--- src/hdl/fppel_pkg.sv ---
// Shared constants and carriers for the four-pin port block
package fppel_pkg;

    // Register byte addresses on the AXI4-Lite bus
    localparam logic [3:0] FPPEL_OFS_DATA   = 4'h0;  // Pin data and neighbour pull-up
    localparam logic [3:0] FPPEL_OFS_LATCH  = 4'h4;  // Output latch
    localparam logic [3:0] FPPEL_OFS_DIR    = 4'h8;  // Direction register
    localparam logic [3:0] FPPEL_OFS_ANSEL  = 4'hC;  // Analog select of the lower pins

    // Field positions in the data register
    localparam int FPPEL_POS_PULLUP = 7;              // Neighbour pull-up enable
    localparam int FPPEL_POS_INONLY = 3;              // Input-only pin

    // Widths
    localparam int FPPEL_LOW_W = 3;                   // Bidirectional lower pins
    localparam int FPPEL_NB_W  = 8;                   // Neighbour port width

    // Values after reset
    localparam logic [2:0] FPPEL_RST_LATCH  = 3'h0;   // Latches cleared
    localparam logic [2:0] FPPEL_RST_DIR    = 3'h7;   // All lower pins inputs
    localparam logic [2:0] FPPEL_RST_ANSEL  = 3'h7;   // All lower pins analog
    localparam logic       FPPEL_RST_PULLUP = 1'b0;   // Pull-ups off

    // AXI responses
    localparam logic [1:0] FPPEL_RESP_OKAY   = 2'h0;
    localparam logic [1:0] FPPEL_RESP_SLVERR = 2'h2;

    // Synchroniser depth for pin inputs
    localparam int FPPEL_SYNC_STAGES = 2;

    // Captured write request
    typedef struct packed {
        logic [3:0]  addr;   // Word-aligned byte address, or F to force a miss
        logic [31:0] data;   // Write data
        logic [3:0]  strb;   // Byte strobes
    } fppel_wreq_t;

    // Drive of the lower pins
    typedef struct packed {
        logic [2:0] out;     // Level driven
        logic [2:0] oe_n;    // Low while driven
    } fppel_drive_t;

endpackage

--- src/hdl/fppel_top.sv ---
// Contract
// - Large package: four-bit port, three bidirectional pins
// - Analog-selected lower pin reads zero
// - Direction one floats pin, zero drives latch
// - Pull-up bit gates neighbour pull-ups by latch
// - Reset makes lower pins analog inputs
// - Latch register reads back latch, not pins
// - Fourth pin input-only, master clear input when configured
// - Fourth pin digital after reset only without clear
// - Small package: only fourth pin input bit
// - Fourth pin bit reads zero when clear configured
// - Small package: other bits and registers read zero
// - Unused data, latch, direction bits read zero
// - Driven output ignores analog selection
// - Parallel port enabled: driven pins carry clocks, enable; direction still from the register
// - Fourth pin never driven, always an input
// - High-voltage detect always available on fourth pin
`timescale 1ns/100ps
`default_nettype none
module fppel_top
    import fppel_pkg::*;
#(
    parameter bit LARGE_PKG = 1'b1,  // Four-bit port variant
    parameter int ADDR_W    = 4      // AXI address width used
) (
    input  wire logic              CLK_SYS,
    input  wire logic              RSTN,
    // AXI4-Lite slave
    input  wire logic [ADDR_W-1:0] AWADDR,
    input  wire logic              AWVALID,
    output var  logic              AWREADY,
    input  wire logic [31:0]       WDATA,
    input  wire logic [3:0]        WSTRB,
    input  wire logic              WVALID,
    output var  logic              WREADY,
    output var  logic [1:0]        BRESP,
    output var  logic              BVALID,
    input  wire logic              BREADY,
    input  wire logic [ADDR_W-1:0] ARADDR,
    input  wire logic              ARVALID,
    output var  logic              ARREADY,
    output var  logic [31:0]       RDATA,
    output var  logic [1:0]        RRESP,
    output var  logic              RVALID,
    input  wire logic              RREADY,
    // Lower pins, three signals each
    input  wire logic [2:0]        PIN_LOW_IN,
    output var  logic [2:0]        PIN_LOW_OUT,
    output var  logic [2:0]        PIN_LOW_OE_N,
    // Input-only pin and its high-voltage detector
    input  wire logic              INPUT_ONLY_PIN_IN,
    input  wire logic              HIGH_VOLTAGE_DETECT_IN,
    input  wire logic              MASTER_CLEAR_CONFIG_ENABLE,
    output var  logic              MASTER_CLEAR_REQUEST,
    output var  logic              PROGRAM_ENTRY_DETECT,
    // Streaming parallel port outputs
    input  wire logic              PARALLEL_PORT_ENABLE,
    input  wire logic              PARALLEL_CLOCK_ONE,
    input  wire logic              PARALLEL_CLOCK_TWO,
    input  wire logic              PARALLEL_OUTPUT_ENABLE,
    // Analog selection to the converter
    output var  logic [2:0]        ANALOG_SELECT,
    // Neighbour port pull-ups
    input  wire logic [7:0]        NEIGHBOUR_LATCH,
    output var  logic [7:0]        NEIGHBOUR_PULLUP_ON
);

    if (ADDR_W < 4 || ADDR_W > 32) begin : g_chk
        $error("fppel_top: ADDR_W must lie between 4 and 32");
    end

    // Word-aligned register index compare, used by read and write decode
    function automatic logic fppel_hit(input logic [ADDR_W-1:0] a,
                                       input logic [3:0]        ofs);
        logic upper_zero;
        upper_zero = (a >> 4) == '0;
        return upper_zero && (a[3:2] == ofs[3:2]);
    endfunction

    // Whole-register mapping check; small package maps only the data word
    function automatic logic fppel_mapped(input logic [ADDR_W-1:0] a);
        logic hit;
        hit = fppel_hit(a, FPPEL_OFS_DATA);
        if (LARGE_PKG) begin
            hit = hit || fppel_hit(a, FPPEL_OFS_LATCH) || fppel_hit(a, FPPEL_OFS_DIR)
                  || fppel_hit(a, FPPEL_OFS_ANSEL);
        end
        return hit;
    endfunction

    // Synchronised pin levels
    logic [4:0] pin_raw;              // All pin inputs, from outside the clock
    logic [4:0] pin_syn;              // After two flops
    logic [2:0] low_syn;              // Lower pins
    logic       only_syn;             // Input-only pin
    logic       hv_syn;               // High-voltage detector

    // The clear pin idles high, so it is carried inverted: the synchroniser's
    // cleared state then means an idle pin and no false clear after reset
    assign pin_raw = {HIGH_VOLTAGE_DETECT_IN, ~INPUT_ONLY_PIN_IN, PIN_LOW_IN};

    fppel_sync #(
        .W (5)
    ) u_sync (
        .clk   (CLK_SYS),
        .rst_n (RSTN),
        .d     (pin_raw),
        .q     (pin_syn)
    );

    assign low_syn  = pin_syn[2:0];
    assign only_syn = ~pin_syn[3];
    assign hv_syn   = pin_syn[4];

    // Port state
    logic [2:0] latch_q;              // Output latches
    logic [2:0] latch_d;
    logic [2:0] dir_q;                // One means input
    logic [2:0] dir_d;
    logic [2:0] ansel_q;              // One means analog
    logic [2:0] ansel_d;
    logic       pullup_q;             // Neighbour pull-up enable
    logic       pullup_d;
    logic       master_clear_input_cfg_q;           // Configuration strap, caught in reset
    logic       master_clear_input_cfg_d;

    // Bus state
    logic        aw_got_q;            // Write address held
    logic        aw_got_d;
    logic        w_got_q;             // Write data held
    logic        w_got_d;
    fppel_wreq_t wreq_q;              // Captured write request
    fppel_wreq_t wreq_d;
    logic        bvalid_q;
    logic        bvalid_d;
    logic [1:0]  bresp_q;
    logic [1:0]  bresp_d;
    logic        rvalid_q;
    logic        rvalid_d;
    logic [1:0]  rresp_q;
    logic [1:0]  rresp_d;
    logic [31:0] rdata_q;
    logic [31:0] rdata_d;

    logic        do_write;            // Both halves present, response free
    logic        wr_ok;               // Write targets a mapped word
    logic        lane0;               // Low byte strobed
    logic [7:0]  data_view;           // Data register as read
    logic [7:0]  rd_byte;             // Selected read value
    logic [ADDR_W-1:0] waddr;         // Held write address at bus width

    // Handshake outputs are combinational; a new write waits for the response
    assign AWREADY  = !aw_got_q && !bvalid_q;
    assign WREADY   = !w_got_q && !bvalid_q;
    assign ARREADY  = !rvalid_q;
    assign BVALID   = bvalid_q;
    assign BRESP    = bresp_q;
    assign RVALID   = rvalid_q;
    assign RRESP    = rresp_q;
    assign RDATA    = rdata_q;
    assign do_write = aw_got_q && w_got_q && !bvalid_q;
    assign waddr    = ADDR_W'(wreq_q.addr);
    // Aligned words never carry low bits, so the miss marker cannot alias a word
    assign wr_ok    = (wreq_q.addr[1:0] == 2'h0) && fppel_mapped(waddr);
    assign lane0    = wreq_q.strb[0];

    // Data register view; lower bits follow the pins, gated by analog select
    always_comb begin
        data_view = 8'h00;
        if (!master_clear_input_cfg_q) begin
            data_view[FPPEL_POS_INONLY] = only_syn;
        end
        if (LARGE_PKG) begin
            data_view[2:0] = low_syn & ~ansel_q;
            data_view[FPPEL_POS_PULLUP] = pullup_q;
        end
    end

    // Read decode; unused latch and direction bits stay zero
    always_comb begin
        rd_byte = 8'h00;
        if (fppel_hit(ARADDR, FPPEL_OFS_DATA)) begin
            rd_byte = data_view;
        end else if (LARGE_PKG && fppel_hit(ARADDR, FPPEL_OFS_LATCH)) begin
            rd_byte = {5'h00, latch_q};
        end else if (LARGE_PKG && fppel_hit(ARADDR, FPPEL_OFS_DIR)) begin
            rd_byte = {5'h00, dir_q};
        end else if (LARGE_PKG && fppel_hit(ARADDR, FPPEL_OFS_ANSEL)) begin
            rd_byte = {5'h00, ansel_q};
        end
    end

    // Bus channel next values
    always_comb begin
        aw_got_d = aw_got_q;
        w_got_d  = w_got_q;
        wreq_d   = wreq_q;
        bvalid_d = bvalid_q;
        bresp_d  = bresp_q;
        rvalid_d = rvalid_q;
        rresp_d  = rresp_q;
        rdata_d  = rdata_q;
        // Address and data may arrive in either order
        if (AWVALID && AWREADY) begin
            aw_got_d    = 1'b1;
            wreq_d.addr = {AWADDR[3:2], 2'h0};
            if ((AWADDR >> 4) != '0) begin
                wreq_d.addr = 4'hF;                             // Forces a miss
            end
        end
        if (WVALID && WREADY) begin
            w_got_d     = 1'b1;
            wreq_d.data = WDATA;
            wreq_d.strb = WSTRB;
        end
        if (do_write) begin
            aw_got_d = 1'b0;
            w_got_d  = 1'b0;
            bvalid_d = 1'b1;
            bresp_d  = wr_ok ? FPPEL_RESP_OKAY : FPPEL_RESP_SLVERR;
        end else if (bvalid_q && BREADY) begin
            bvalid_d = 1'b0;
        end
        // Reads answer one cycle after the address is taken
        if (ARVALID && ARREADY) begin
            rvalid_d = 1'b1;
            rdata_d  = {24'h000000, rd_byte};
            rresp_d  = fppel_mapped(ARADDR) ? FPPEL_RESP_OKAY : FPPEL_RESP_SLVERR;
        end else if (rvalid_q && RREADY) begin
            rvalid_d = 1'b0;
        end
    end

    // Port register next values; writes apply only with the low byte lane
    always_comb begin
        latch_d    = latch_q;
        dir_d      = dir_q;
        ansel_d    = ansel_q;
        pullup_d   = pullup_q;
        master_clear_input_cfg_d = master_clear_input_cfg_q;
        if (!RSTN) begin
            master_clear_input_cfg_d = MASTER_CLEAR_CONFIG_ENABLE;
        end
        if (do_write && wr_ok && lane0 && LARGE_PKG) begin
            if (fppel_hit(waddr, FPPEL_OFS_DATA)) begin
                latch_d  = wreq_q.data[2:0];
                pullup_d = wreq_q.data[FPPEL_POS_PULLUP];
            end else if (fppel_hit(waddr, FPPEL_OFS_LATCH)) begin
                latch_d = wreq_q.data[2:0];
            end else if (fppel_hit(waddr, FPPEL_OFS_DIR)) begin
                dir_d = wreq_q.data[2:0];
            end else if (fppel_hit(waddr, FPPEL_OFS_ANSEL)) begin
                ansel_d = wreq_q.data[2:0];
            end
        end
    end

    // Registers; the strap flop is loaded during reset, not cleared
    always_ff @(posedge CLK_SYS) begin
        master_clear_input_cfg_q <= master_clear_input_cfg_d;
        if (!RSTN) begin
            latch_q  <= FPPEL_RST_LATCH;
            dir_q    <= FPPEL_RST_DIR;
            ansel_q  <= FPPEL_RST_ANSEL;
            pullup_q <= FPPEL_RST_PULLUP;
            aw_got_q <= 1'b0;
            w_got_q  <= 1'b0;
            wreq_q   <= '0;
            bvalid_q <= 1'b0;
            bresp_q  <= FPPEL_RESP_OKAY;
            rvalid_q <= 1'b0;
            rresp_q  <= FPPEL_RESP_OKAY;
            rdata_q  <= 32'h00000000;
        end else begin
            latch_q  <= latch_d;
            dir_q    <= dir_d;
            ansel_q  <= ansel_d;
            pullup_q <= pullup_d;
            aw_got_q <= aw_got_d;
            w_got_q  <= w_got_d;
            wreq_q   <= wreq_d;
            bvalid_q <= bvalid_d;
            bresp_q  <= bresp_d;
            rvalid_q <= rvalid_d;
            rresp_q  <= rresp_d;
            rdata_q  <= rdata_d;
        end
    end

    // Pin drive; analog selection never touches the output path
    fppel_drive_t drv;                // Combined drive of the lower pins
    always_comb begin
        drv.out  = latch_q;
        if (PARALLEL_PORT_ENABLE) begin
            drv.out = {PARALLEL_OUTPUT_ENABLE, PARALLEL_CLOCK_TWO,
                       PARALLEL_CLOCK_ONE};
        end
        drv.oe_n = dir_q;
        if (!LARGE_PKG) begin
            drv = '{out: 3'h0, oe_n: 3'h7};
        end
    end

    assign PIN_LOW_OUT  = drv.out;
    assign PIN_LOW_OE_N = drv.oe_n;
    assign ANALOG_SELECT = LARGE_PKG ? ansel_q : 3'h0;

    // The input-only pin has no driver at all; it feeds clear or port data
    assign MASTER_CLEAR_REQUEST = master_clear_input_cfg_q && !only_syn;
    assign PROGRAM_ENTRY_DETECT = hv_syn;

    // Neighbour pull-ups follow that port's latches while enabled
    assign NEIGHBOUR_PULLUP_ON = (LARGE_PKG && pullup_q) ? NEIGHBOUR_LATCH
                                                         : 8'h00;

endmodule
`default_nettype wire

--- src/hdl/fppel_sync.sv ---
`timescale 1ns/100ps
`default_nettype none
// Two-flop synchroniser for asynchronous pin levels
module fppel_sync
    import fppel_pkg::*;
#(
    parameter int W = 1  // Number of bits synchronised
) (
    input  wire logic         clk,
    input  wire logic         rst_n,
    input  wire logic [W-1:0] d,
    output var  logic [W-1:0] q
);

    logic [W-1:0] meta_q;  // First stage, read only by the second
    logic [W-1:0] meta_d;
    logic [W-1:0] stab_q;  // Second stage, safe to use
    logic [W-1:0] stab_d;

    if (W < 1) begin : g_chk
        $error("fppel_sync: width must be at least one");
    end

    // Next values: shift the pin level through
    always_comb begin
        meta_d = d;
        stab_d = meta_q;
    end

    // Register both stages
    always_ff @(posedge clk) begin
        if (!rst_n) begin
            meta_q <= '0;
            stab_q <= '0;
        end else begin
            meta_q <= meta_d;
            stab_q <= stab_d;
        end
    end

    assign q = stab_q;

endmodule
`default_nettype wire

--- config.mk ---
export PLATFORM = sky130hd
export DESIGN_NAME = fppel_top
export DESIGN_NICKNAME = d
export VERILOG_FILES = /design/src/hdl/fppel_pkg.sv /design/src/hdl/fppel_top.sv /design/src/hdl/fppel_sync.sv
export SDC_FILE = /design/constraint.sdc
export NUM_CORES = 1
export LEC_CHECK = 0
export BUFFER_PORTS_ARGS = -buffer_cell sky130_fd_sc_hd__buf_2
export CORE_ASPECT_RATIO = 2
export CORE_MARGIN = 4
export CORE_UTILIZATION = 41
export CTS_CLUSTER_SIZE = 16
export DETAILED_ROUTE_END_ITERATION = 10
export GPL_TIMING_DRIVEN = 0
export PLACE_DENSITY_LB_ADDON = 0.3
export SETUP_SLACK_MARGIN = 0.2
export SLEW_MARGIN = 20
export SYNTH_ARGS = -nofsm -noshare
export SYNTH_HDL_FRONTEND = slang
export SYNTH_HIERARCHICAL = 1
export SYNTH_SLANG_ARGS = --single-unit
--- constraint.sdc ---
create_clock -name CLK_SYS -period 1.7 [get_ports CLK_SYS]
set_input_delay 0.255 -clock CLK_SYS [delete_from_list [all_inputs] [get_ports CLK_SYS]]
set_output_delay 0.255 -clock CLK_SYS [all_outputs]
set_load 0.05 [all_outputs]
Word level (Yosys, flattened, before mapping) --
Cells that the tools add are included.
Operators by class: multiplexer cells 16, div/mod/pow operators 0, order comparisons 0, multipliers 0, equality and inequality tests 6, shift operators 0, reduce and logical (&&, ||, !) cells 32, bitwise gates (word level) 8, $add $sub $neg 0
Operator list (count):
- two-way mux 8 bit | 4
- logical AND 1 bit | 12
- two-way mux 3 bit | 4
- == test 2 bit, second input constant | 4
- logical OR 1 bit | 6
- two-way mux 1 bit | 6
- NOT 1 bit | 6
- nonzero test 2 bit | 3
- AND reduction 5 bit | 1
- == test 2 x 1 -> 1 bit, second input constant | 2
- zero test 1 bit | 4
- zero test 2 bit | 2
- two-way mux 2 bit | 2
- AND reduction 2 bit | 2
- AND reduction 4 bit | 1
- AND 3 bit | 1
- NOT 3 bit | 1
- OR reduction 2 bit | 1
Storage, ports and cells: word-level logic and storage cells 79, bits in read-only memories 0, register bits after elaboration 48, bits in latches 0, input bits 69, output and inout port bits 60, memories 0, memory bits (writable) 0

Depth between registers and ports, before layout --
Gate-level depths: netlist of the first run.
depth after elaboration 7, depth in mapped cells 6, mapped depth without buffers 5

Cells and area by module --
The synthesis of the first run kept the hierarchy.
By module, submodules not included:
- fppel_top | sequential area each 590.6 µm², times used 1, cells each 182, area each 1619.1 µm²
- fppel_sync | sequential area each 200.2 µm², times used 1, cells each 20, area each 262.8 µm²

Least setup slack after synthesis of the first run --
No wires, ideal clock.
path type register to output, start point register bvalid_q, in the netlist BVALID, end point output port AWREADY, slack 0.080 ns, buffers on the path 1, arrival time 1.365 ns, data required time 1.445 ns, cell stages (with the launch flop) 3, cells stage by stage dfxtp_1 -> buf_4 -> nor2_1
On the way: longest elaborated chain between the ends 2
Ends and longest elaborated chain:
- start, declared | line fppel_top.sv:134 | logic bvalid_q;
- start signal, assigned | line fppel_top.sv:282 | bvalid_q <= bvalid_d;
- zero test 1 bit | line fppel_top.sv:153 | assign AWREADY = !aw_got_q && !bvalid_q;
- logical AND 1 bit | line fppel_top.sv:153
- end, declared | line fppel_top.sv:31 | output var logic AWREADY,
Every way passes these cells.

Worst setup path in the final report of the first run --
start point register bvalid_q, in the netlist BVALID, end point register dir_q[0], in the netlist PIN_LOW_OE_N[0]
On the way: longest elaborated chain between the ends 5
Ends and longest elaborated chain:
- zero test 1 bit | line fppel_top.sv:161 | assign do_write = aw_got_q && w_got_q && !bvalid_q;
- logical AND 1 bit | line fppel_top.sv:161
- logical AND 1 bit (2 in a row) | line fppel_top.sv:244 | if (do_write && wr_ok && lane0 && LARGE_PKG) begin
- AND reduction 4 bit (no line)
- end signal, assigned | line fppel_top.sv:276 | dir_q <= dir_d;
- end, declared | line fppel_top.sv:118 | logic [2:0] dir_q;
Every way passes these cells. A chain may end at the register's enable or synchronous reset.

==> run metrics, run 1 <==
outcome=finished clean; Max Used Layer=met4; drt wl/cell=11.3 um; Layout fillers=435; Clock Pin Slew Worst Setup and Hold Paths=70 ps; routed length on met1=1420 um; element type at the critical path start=flip-flop; 1st-iter DRT viols=22; Hold Path Class=input port to flip-flop; largest family of logic cells by synthesized area=simple AND/OR/NAND/NOR gates; DP Wirelength=3250 um; RePlAce Congestion=0.795; via/cell ratio=4.34; pwr dens=835 nW/um^2; Yosys top cell by area=dfxtp_1; max cap viols=0; Remaining Overflow, GRT=0; vias after detailed routing=1538; DRT Wirelength=4010 um; Psw=0.000658 W; crit share post-route=0.816; Max IR drop VDD=0.000508 V; Yosys cell types=32; final hold vios=0; share of the synthesized area in the top cell type=0.404; final setup vio count=0; Port Buf Inserts=62; DR WL met2=2230 um; Clk pwr share=0.291; Clock Sinks=39; clk_lat worst skew=290 ps; clock skew=5.18 ps; Area Growth Syn to Fin=30.6%; Avg Inst Size Synth=9.32 um^2; DRC=0; Synth Cell Area=1880 um^2; commonest non-fill, non-tap cell in the layout=buf_2; Slew Limit Fails=0; WHS=139 ps; worst setup path category=flip-flop to flip-flop; Final Core Density=0.561; IO Count=129; core box area=4380 um^2; leakage=1.27 nW; Post-CTS Resized=0; final instance area=2460 um^2; most frequent cells in the layout=buf_2 (64), dfxtp_1 (36), buf_4 (30); post-synthesis simple-gate area fraction=0.227; vias in the first global route=1562; total CTS buffers=5; htree depth=2; Synth Area in Compound Gates=0.0565; post-synthesis sequential area ratio=0.420; DIE WIDTH=55.9 um; Initial Utilization=0.429; internal power=0.00139 W; initial antenna violation count=0; gr usage total=0.146; met3 routed WL=233 um; yosys warns=6; Crit. End Element=flip-flop; fmax=721 MHz; final net count=372; min cycle time layout=1390 ps; layout cell share with drive strength beyond 1=0.370; die area=5800 um^2; adder-cell share of the synthesized area=0.0266; CTS Buffer Depth=2; post-CTS setup buffers=0; largest net degree at the start of global routing=16; first-pass GRT wire length=6770 um; cts hold-fix bufs=0; post-synthesis xor/xnor area fraction=0; Cells after Synth=202; RSZ-0062 raised after global routing=false; Die Height=104 um; share of power burned in registers=0.478; antenna-violating nets left=0; Post-Route Setup TNS=0 ps; WP data required=1920 ps; ant diodes=0; Comb power frac=0.230; Area contributors post-synth=dfxtp_1 (40%), buf_4 (12%), mux2i_1 (10%); Max FO, Critical Path=9; First-pass DRT Iterations=4; clock root cell=clkbuf_8; FP Rows=34; CTS tree=built; mux cell area share after synthesis=0.119; Placed Instance Area=2370 um^2; FF+latch count, synth=39; Sw Share=0.321; Critical Path AT=1610 ps
==> final timing paths <==
path,slack (ps),endpoint,cells past startpoint,from
worst max-delay path,310,PIN_LOW_OE_N[0],5,BVALID
worst min-delay path,140,master_clear_input_cfg_q,1,MASTER_CLEAR_CONFIG_ENABLE
worst max register to register,310,PIN_LOW_OE_N[0],5,BVALID
worst min register to register,430,u_sync/q[3],1,u_sync/meta_q[3]
==> kinds of logic (layout without fill, tap and decap cells) <==
logic type / count (synthesis) / count (layout)
adders and majority gates: 4 / 4
and+or+nand+nor: 78 / 78
muxes: 22 / 22
DFF: 39 / 39
other: 1 / 29
AOI/OAI and AO/OA: 16 / 16
buffers and inverters: 42 / 112
==> power groups by stage <==
stage	sequential, W	clock [W]	combinational [W]
global route	0.000987	0.000654	0.000508
global placement	0.00100	0	0.000467
detailed placement	0.00100	0	0.000472
finish	0.000982	0.000598	0.000472
floorplan	0.00103	0	0.000354
CTS	0.000982	0.000627	0.000472
==> cell usage after synthesis <==
| cell | count |
|---|---|
| dfxtp_1 | 38 |
| buf_4 | 30 |
| nor2_1 | 25 |
| and2_1 | 20 |
| mux2i_1 | 19 |
| nand2_1 | 10 |
| a21oi_1 | 9 |
| inv_1 | 5 |
| nand2b_1 | 5 |
| clkbuf_1 | 4 |
| ha_1 | 4 |
| nor2b_1 | 4 |
| and3_1 | 3 |
| mux2_2 | 3 |
| nand3_1 | 3 |
| nor3b_1 | 3 |
| buf_2 | 2 |
| a211o_1 | 1 |
| a211oi_1 | 1 |
| a22o_2 | 1 |
| a41o_1 | 1 |
| and2b_1 | 1 |
| and4b_1 | 1 |
| buf_6 | 1 |
| conb_1 | 1 |
| edfxtp_1 | 1 |
| nand3b_1 | 1 |
| nor3b_4 | 1 |
| o21ai_0 | 1 |
| o221a_1 | 1 |
| o221ai_1 | 1 |
| or4b_4 | 1 |
==> per-stage QoR <==
| stage | power (W) | instances | setup WS, ps |
|---|---|---|---|
| final | 0.00205 | 354 | 313 |
| after global routing | 0.00215 | 354 | 201 |
| after global placement | 0.00147 | 346 | 316 |
| after floorplan | 0.00139 | 230 | 197 |
| after detailed placement | 0.00147 | 346 | 313 |
| after CTS | 0.00208 | 354 | 211 |
==> area by class of cell <==
cell class	count	area, um^2	share of cell area
plain buffers	37	262	0.106
clock buffers	6	72.6	0.0295
clock inverters	2	12.5	0.00509
inverters	5	18.8	0.00764
multi-input cells	149	921	0.375
flip-flops and latches	39	793	0.323
well taps	54	67.6	0.0275
repair buffers	62	310	0.126
==> metal layers <==
metal  up-vias  GRT usage
met5         -          0
met4         0     0.0883
met3         9     0.0199
met2        55      0.279
met1       679      0.140
li1        795          -
==> flip-flops by register name, summed over array words and instances (netlist names), 2 cells and up <==
name and count:
wreq_q 4, waddr 2, u_sync/meta_q 5, u_sync/q 5, PIN_LOW_OE_N 3, RDATA 5
ANALOG_SELECT 3, latch_q 3
==> critical path, cell delays in order, from the launching register on <==
cell     delay [ps]
dfxtp_2         320
buf_4           160
and4b_1         340
and3_1          170
buf_2           150
mux2i_1         180
No activity file was read; power rests on OpenSTA's default activity.
==> run 2, diff against run 1 <==
--- a/config.mk
+++ b/config.mk
@@ -8,7 +8,7 @@
 export BUFFER_PORTS_ARGS = -buffer_cell sky130_fd_sc_hd__buf_2
 export CORE_ASPECT_RATIO = 2
 export CORE_MARGIN = 4
-export CORE_UTILIZATION = 41
+export CORE_UTILIZATION = 37
 export CTS_CLUSTER_SIZE = 16
 export DETAILED_ROUTE_END_ITERATION = 10
 export GPL_TIMING_DRIVEN = 0
==> constraint.sdc (replaced) <==
create_clock -name CLK_SYS -period 1.26 [get_ports CLK_SYS]
set_input_delay 0.189 -clock CLK_SYS [delete_from_list [all_inputs] [get_ports CLK_SYS]]
set_output_delay 0.189 -clock CLK_SYS [all_outputs]
set_load 0.05 [all_outputs]
==> run metrics, run 2 (same netlist as run 1, synthesis figures left out) <==
outcome=finished with violations; failing checks=setup timing; WHS=78.5 ps (-60.3 ps); ant diodes=0 (unchanged); Initial Utilization=0.383 (-0.0462); DRT Wirelength=4460 um (+11%); CTS tree=built; vias after detailed routing=1597 (+3.8%); DIE WIDTH=58.4 um (+4.5%); non-filler cells, final=368 (+4.0%); htree depth=2 (unchanged); final hold vios=0 (unchanged); antenna-violating nets left=0 (unchanged); area of the multi-input gates=985 um^2 (+6.9%); Area Growth Syn to Fin=55.0%; register area=813 um^2 (+2.5%); commonest non-fill, non-tap cell in the layout=buf_4; Clock Pin Slew Worst Setup and Hold Paths=80 ps (about the same); First-pass DRT Iterations=4 (unchanged); clock root cell=clkbuf_8; cts hold-fix bufs=0 (unchanged); FP Rows=36 (+5.9%); element type at the critical path start=flip-flop; worst setup margin=-60.7 ps (-373 ps); Die Height=109 um (+4.9%); crit share post-route=1.05 (+0.232); layout cell share with drive strength beyond 1=0.495 (+0.125); flop2flop setup slack=-60 ps (-370 ps); WP data required=1480 ps (-440 ps); final net count=383 (+3.0%); RePlAce Congestion=0.754 (-5.2%); IO Count=129 (unchanged); Slew Limit Fails=0 (unchanged); first-pass GRT wire length=7130 um (+5.3%); vias in the first global route=1600 (+2.4%); min cycle time layout=1320 ps (-66.5 ps); 1st-iter DRT viols=18 (-18%); fmax=757 MHz (+5.0%); max cap viols=0 (unchanged); Port Buf Inserts=62 (unchanged); largest net degree at the start of global routing=16 (unchanged); gr usage total=0.146 (+0.000173); Critical Path AT=1540 ps (-70 ps); worst setup path category=flip-flop to flip-flop; Hold Path Class=input port to flip-flop; Max FO, Critical Path=7 (-2); RSZ-0062 raised after global routing=true; most frequent cells in the layout=buf_4 (43), buf_2 (33), conb_1 (29); CTS Buffer Depth=2 (unchanged); core box area=4910 um^2 (+12%); clock skew=6.19 ps (+1.01 ps); pwr dens=1070 nW/um^2 (+28%); DP Cell Count=349 (+0.87%); DP Wirelength=3340 um (+2.7%); clk_lat worst skew=290 ps (about the same); Clock Sinks=39 (unchanged); Remaining Overflow, GRT=0 (unchanged); leakage=1.44 nW (+13%); DRC=0 (unchanged); Max IR drop VDD=0.000756 V (+49%); Layout fillers=431 (-0.92%); initial antenna violation count=0 (unchanged); total CTS buffers=5 (unchanged); final setup vio count=8 (+8); via/cell ratio=4.34 (-0.11%); Crit. End Element=flip-flop; drt wl/cell=12.1 um (+6.9%); die area=6360 um^2 (+9.6%)
## run 2: cell count changes in the layout (fill, tap and decap cells not counted), moves of 7 or more
cell     before  now
buf_8         0   14
buf_6         1   13
buf_4        30   43
dfxtp_2       2    9
dfxtp_1      36   26
buf_2        64   33
and2_4        0    9
and2_1       20   11
## run 2: path summary, 6_finish.rpt
check                                                 to                       start  cells past startpoint
worst max register to register           PIN_LOW_OE_N[2]                      BVALID                      5
worst max-delay path                     PIN_LOW_OE_N[2]                      BVALID                      5
worst min register to register               u_sync/q[1]            u_sync/meta_q[1]                      1
worst min-delay path            master_clear_input_cfg_q  MASTER_CLEAR_CONFIG_ENABLE                      1
## run 2: what timing repair did
item,CTS,global route
gates resized for setup,87,18
buffers inserted,8,3
endpoints found under the setup margin,52,49
pin swaps,9,2
## run 2: critical path, stage by stage (launching register included)
cell     delay, ps
dfxtp_4        340
buf_6          130
and4b_2        320
and3_4         190
buf_6          110
mux2i_1        170
## run 2: report_power, final
part,switching (W),leakage [nW],internal [W]
Combinational,0.000454,1.05,0.000276
Sequential,0.0000382,0.323,0.00129
Clock,0.000413,0.0612,0.000640
Total,0.000905,1.44,0.00220
## run 2: area by class of cell
| type | count | share of cell area |
|---|---|---|
| clock inverters | 2 | 0.0120 |
| plain buffers | 37 | 0.0935 |
| repair buffers | 73 | 0.218 |
| inverters | 5 | 0.00729 |
| well taps | 57 | 0.0245 |
| flip-flops and latches | 39 | 0.279 |
| clock buffers | 6 | 0.0283 |
| multi-input cells | 149 | 0.338 |
## run 2: through the flow
step                      power [W]  setup WS (ps)   util  area, um^2  TNS [ps]
after global routing        0.00324           -130  0.594        2920     -1030
after CTS                   0.00312          -44.9  0.578        2840      -205
after detailed placement    0.00199           -151  0.488        2390     -1190
after global placement      0.00199           -105  0.488        2390      -881
after floorplan             0.00187          -78.1      -        2010      -364
final                       0.00311          -60.7  0.594        2920      -287
## run 2: per-layer routing
layer  share of wire  track usage
met1            0.33        0.140
met2            0.59        0.279
met3           0.055       0.0273
met4           0.021       0.0746
met5               0            0
==> run 3, diff against run 2 <==
==> constraint.sdc (replaced) <==
create_clock -name CLK_SYS -period 1.26 [get_ports CLK_SYS]
set_input_delay 0.189 -clock CLK_SYS [delete_from_list [all_inputs] [get_ports CLK_SYS]]
set_output_delay 0.189 -clock CLK_SYS [all_outputs]
set_load 0.02 [all_outputs]
==> run metrics, run 3 (same netlist as run 1, synthesis figures left out) <==
final setup vio count=10 (+2); CTS Buffer Depth=2 (unchanged); Comb power frac=0.191 (-0.044); initial antenna violation count=0 (unchanged); Die Height=109 um (unchanged); failing checks=setup timing; worst slew pin tran=548 ps; Clock Sinks=39 (unchanged); CP cell instances=buf_6 > and4b_2 > and3_4 > buf_6 > mux2i_1; DP Cell Count=349 (unchanged); ant diodes=0 (unchanged); pwr dens=1020 nW/um^2 (-4.3%); Max stage delay cell, worst path=dfxtp_2; Slew Limit Fails=0 (unchanged); core box area=4910 um^2 (unchanged); Slew headroom=0.635; leakage=1.44 nW (-0.15%); clk_lat worst skew=290 ps (about the same); clock skew=6.38 ps (+0.181 ps); vias in the first global route=1576 (-1.5%); First-pass DRT Iterations=4 (unchanged); Clk pwr share=0.354 (+0.015); total CTS buffers=5 (unchanged); fmax=764 MHz (+0.95%); Initial Utilization=0.383 (unchanged); DRT Wirelength=4410 um (-1.0%); drt wl/cell=11.8 um (-2.4%); antenna-violating nets left=0 (unchanged); DP Wirelength=3270 um (-2.3%); clock root cell=clkbuf_8; Max FO, Critical Path=6 (-1); 1st-iter DRT viols=13 (-5); share of power burned in registers=0.455 (+0.029); RePlAce Congestion=0.763 (+1.2%); element type at the critical path start=flip-flop; final total power=0.00292 W (-5.9%); via/cell ratio=4.30 (-0.85%); vias after detailed routing=1605 (+0.50%); worst slack, placed=-108 ps (+43.7 ps); DIE WIDTH=58.4 um (unchanged); Hold Path Class=input port to flip-flop; Psw=0.000768 W (-15%); IO Count=129 (unchanged); family with the most delay on the worst path=simple AND/OR/NAND/NOR gates; WP data required=1470 ps (about the same); first-pass GRT wire length=6950 um (-2.5%); Crit. End Element=flip-flop; worst path bufs/invs=2 (unchanged); Crit path top cell by count=buf_6; CTS tree=built; largest net degree at the start of global routing=16 (unchanged); cts hold-fix bufs=0 (unchanged); max cap viols=0 (unchanged); Area Growth Syn to Fin=52.5%; gr usage total=0.143 (-0.00280); internal power=0.00216 W (-2.1%); Remaining Overflow, GRT=0 (unchanged); Max IR drop VDD=0.000750 V (-0.80%); Final Core Density=0.584 (-0.00968); worst setup margin=-48.3 ps (+12.4 ps); die area=6360 um^2 (unchanged); Clock Pin Slew Worst Setup and Hold Paths=80 ps (about the same); final hold vios=0 (unchanged); DRC=0 (unchanged); layout cell share with drive strength beyond 1=0.513 (+0.0175); outcome=finished with violations; Worst path max stage delay=330 ps (about the same); htree depth=2 (unchanged); non-filler cells, final=373 (+1.4%); Placed Instance Area=2390 um^2 (-0.26%); final net count=388 (+1.3%); Port Buf Inserts=62 (unchanged); final instance area=2870 um^2 (-1.6%); RSZ-0062 raised after global routing=true; Critical Path AT=1520 ps (-20 ps); commonest non-fill, non-tap cell in the layout=buf_2; Sw Share=0.263 (-0.0285); FP Rows=36 (unchanged); most frequent cells in the layout=buf_2 (44), buf_4 (43), conb_1 (29); min cycle time layout=1310 ps (-12.4 ps); worst setup path category=flip-flop to flip-flop; crit share post-route=1.04 (-0.00985)
## run 3: routing by layer
| metal | global-route usage | wire (um) | up-vias | part of all wire |
|---|---|---|---|---|
| met5 | 0 | 0 | - | 0 |
| met4 | 0.0697 | 150 | 0 | 0.034 |
| met3 | 0.0355 | 299 | 13 | 0.068 |
| met2 | 0.267 | 2540 | 61 | 0.58 |
| met1 | 0.140 | 1420 | 704 | 0.32 |
| li1 | - | - | 827 | - |
## run 3: cell type report
class / count / area [um^2]
fillers: 461 / 2040
multi-input cells: 149 / 1020
flip-flops and latches: 39 / 811
repair buffers: 78 / 566
plain buffers: 37 / 273
well taps: 57 / 71.3
clock buffers: 5 / 68.8
clock inverters: 3 / 43.8
inverters: 5 / 18.8
## run 3: timing repair
action | CTS | global route
pin swaps | 5 | 6
setup buffers | 13 | 3
setup endpoints to repair | 37 | 46
gates resized for setup | 68 | 16
## run 3: power by group through the flow
stage | Sequential, W | Combinational [W] | Clock [W]
3_5_place_dp | 0.00135 | 0.000458 | 0
3_3_place_gp | 0.00135 | 0.000452 | 0
6_report | 0.00133 | 0.000559 | 0.00104
4_1_cts | 0.00133 | 0.000536 | 0.00106
2_1_floorplan | 0.00136 | 0.000330 | 0
5_1_grt | 0.00134 | 0.000609 | 0.00112
## run 3: final timing paths
kind,cells past startpoint,to,startpoint,slack (ps)
setup / recovery,5,PIN_LOW_OE_N[0],BVALID,-50
hold / removal,1,master_clear_input_cfg_q,MASTER_CLEAR_CONFIG_ENABLE,70
hold reg to reg,1,u_sync/q[2],u_sync/meta_q[2],430
setup reg to reg,5,PIN_LOW_OE_N[0],BVALID,-50
## run 3: metrics by stage
stage / TNS (ps) / hold slack, ps
after floorplan: -68.1 / 288
after global placement: -579 / 368
after detailed placement: -728 / 369
after CTS: -278 / 64.4
after global routing: -1040 / 57.4
final: -217 / 71.7
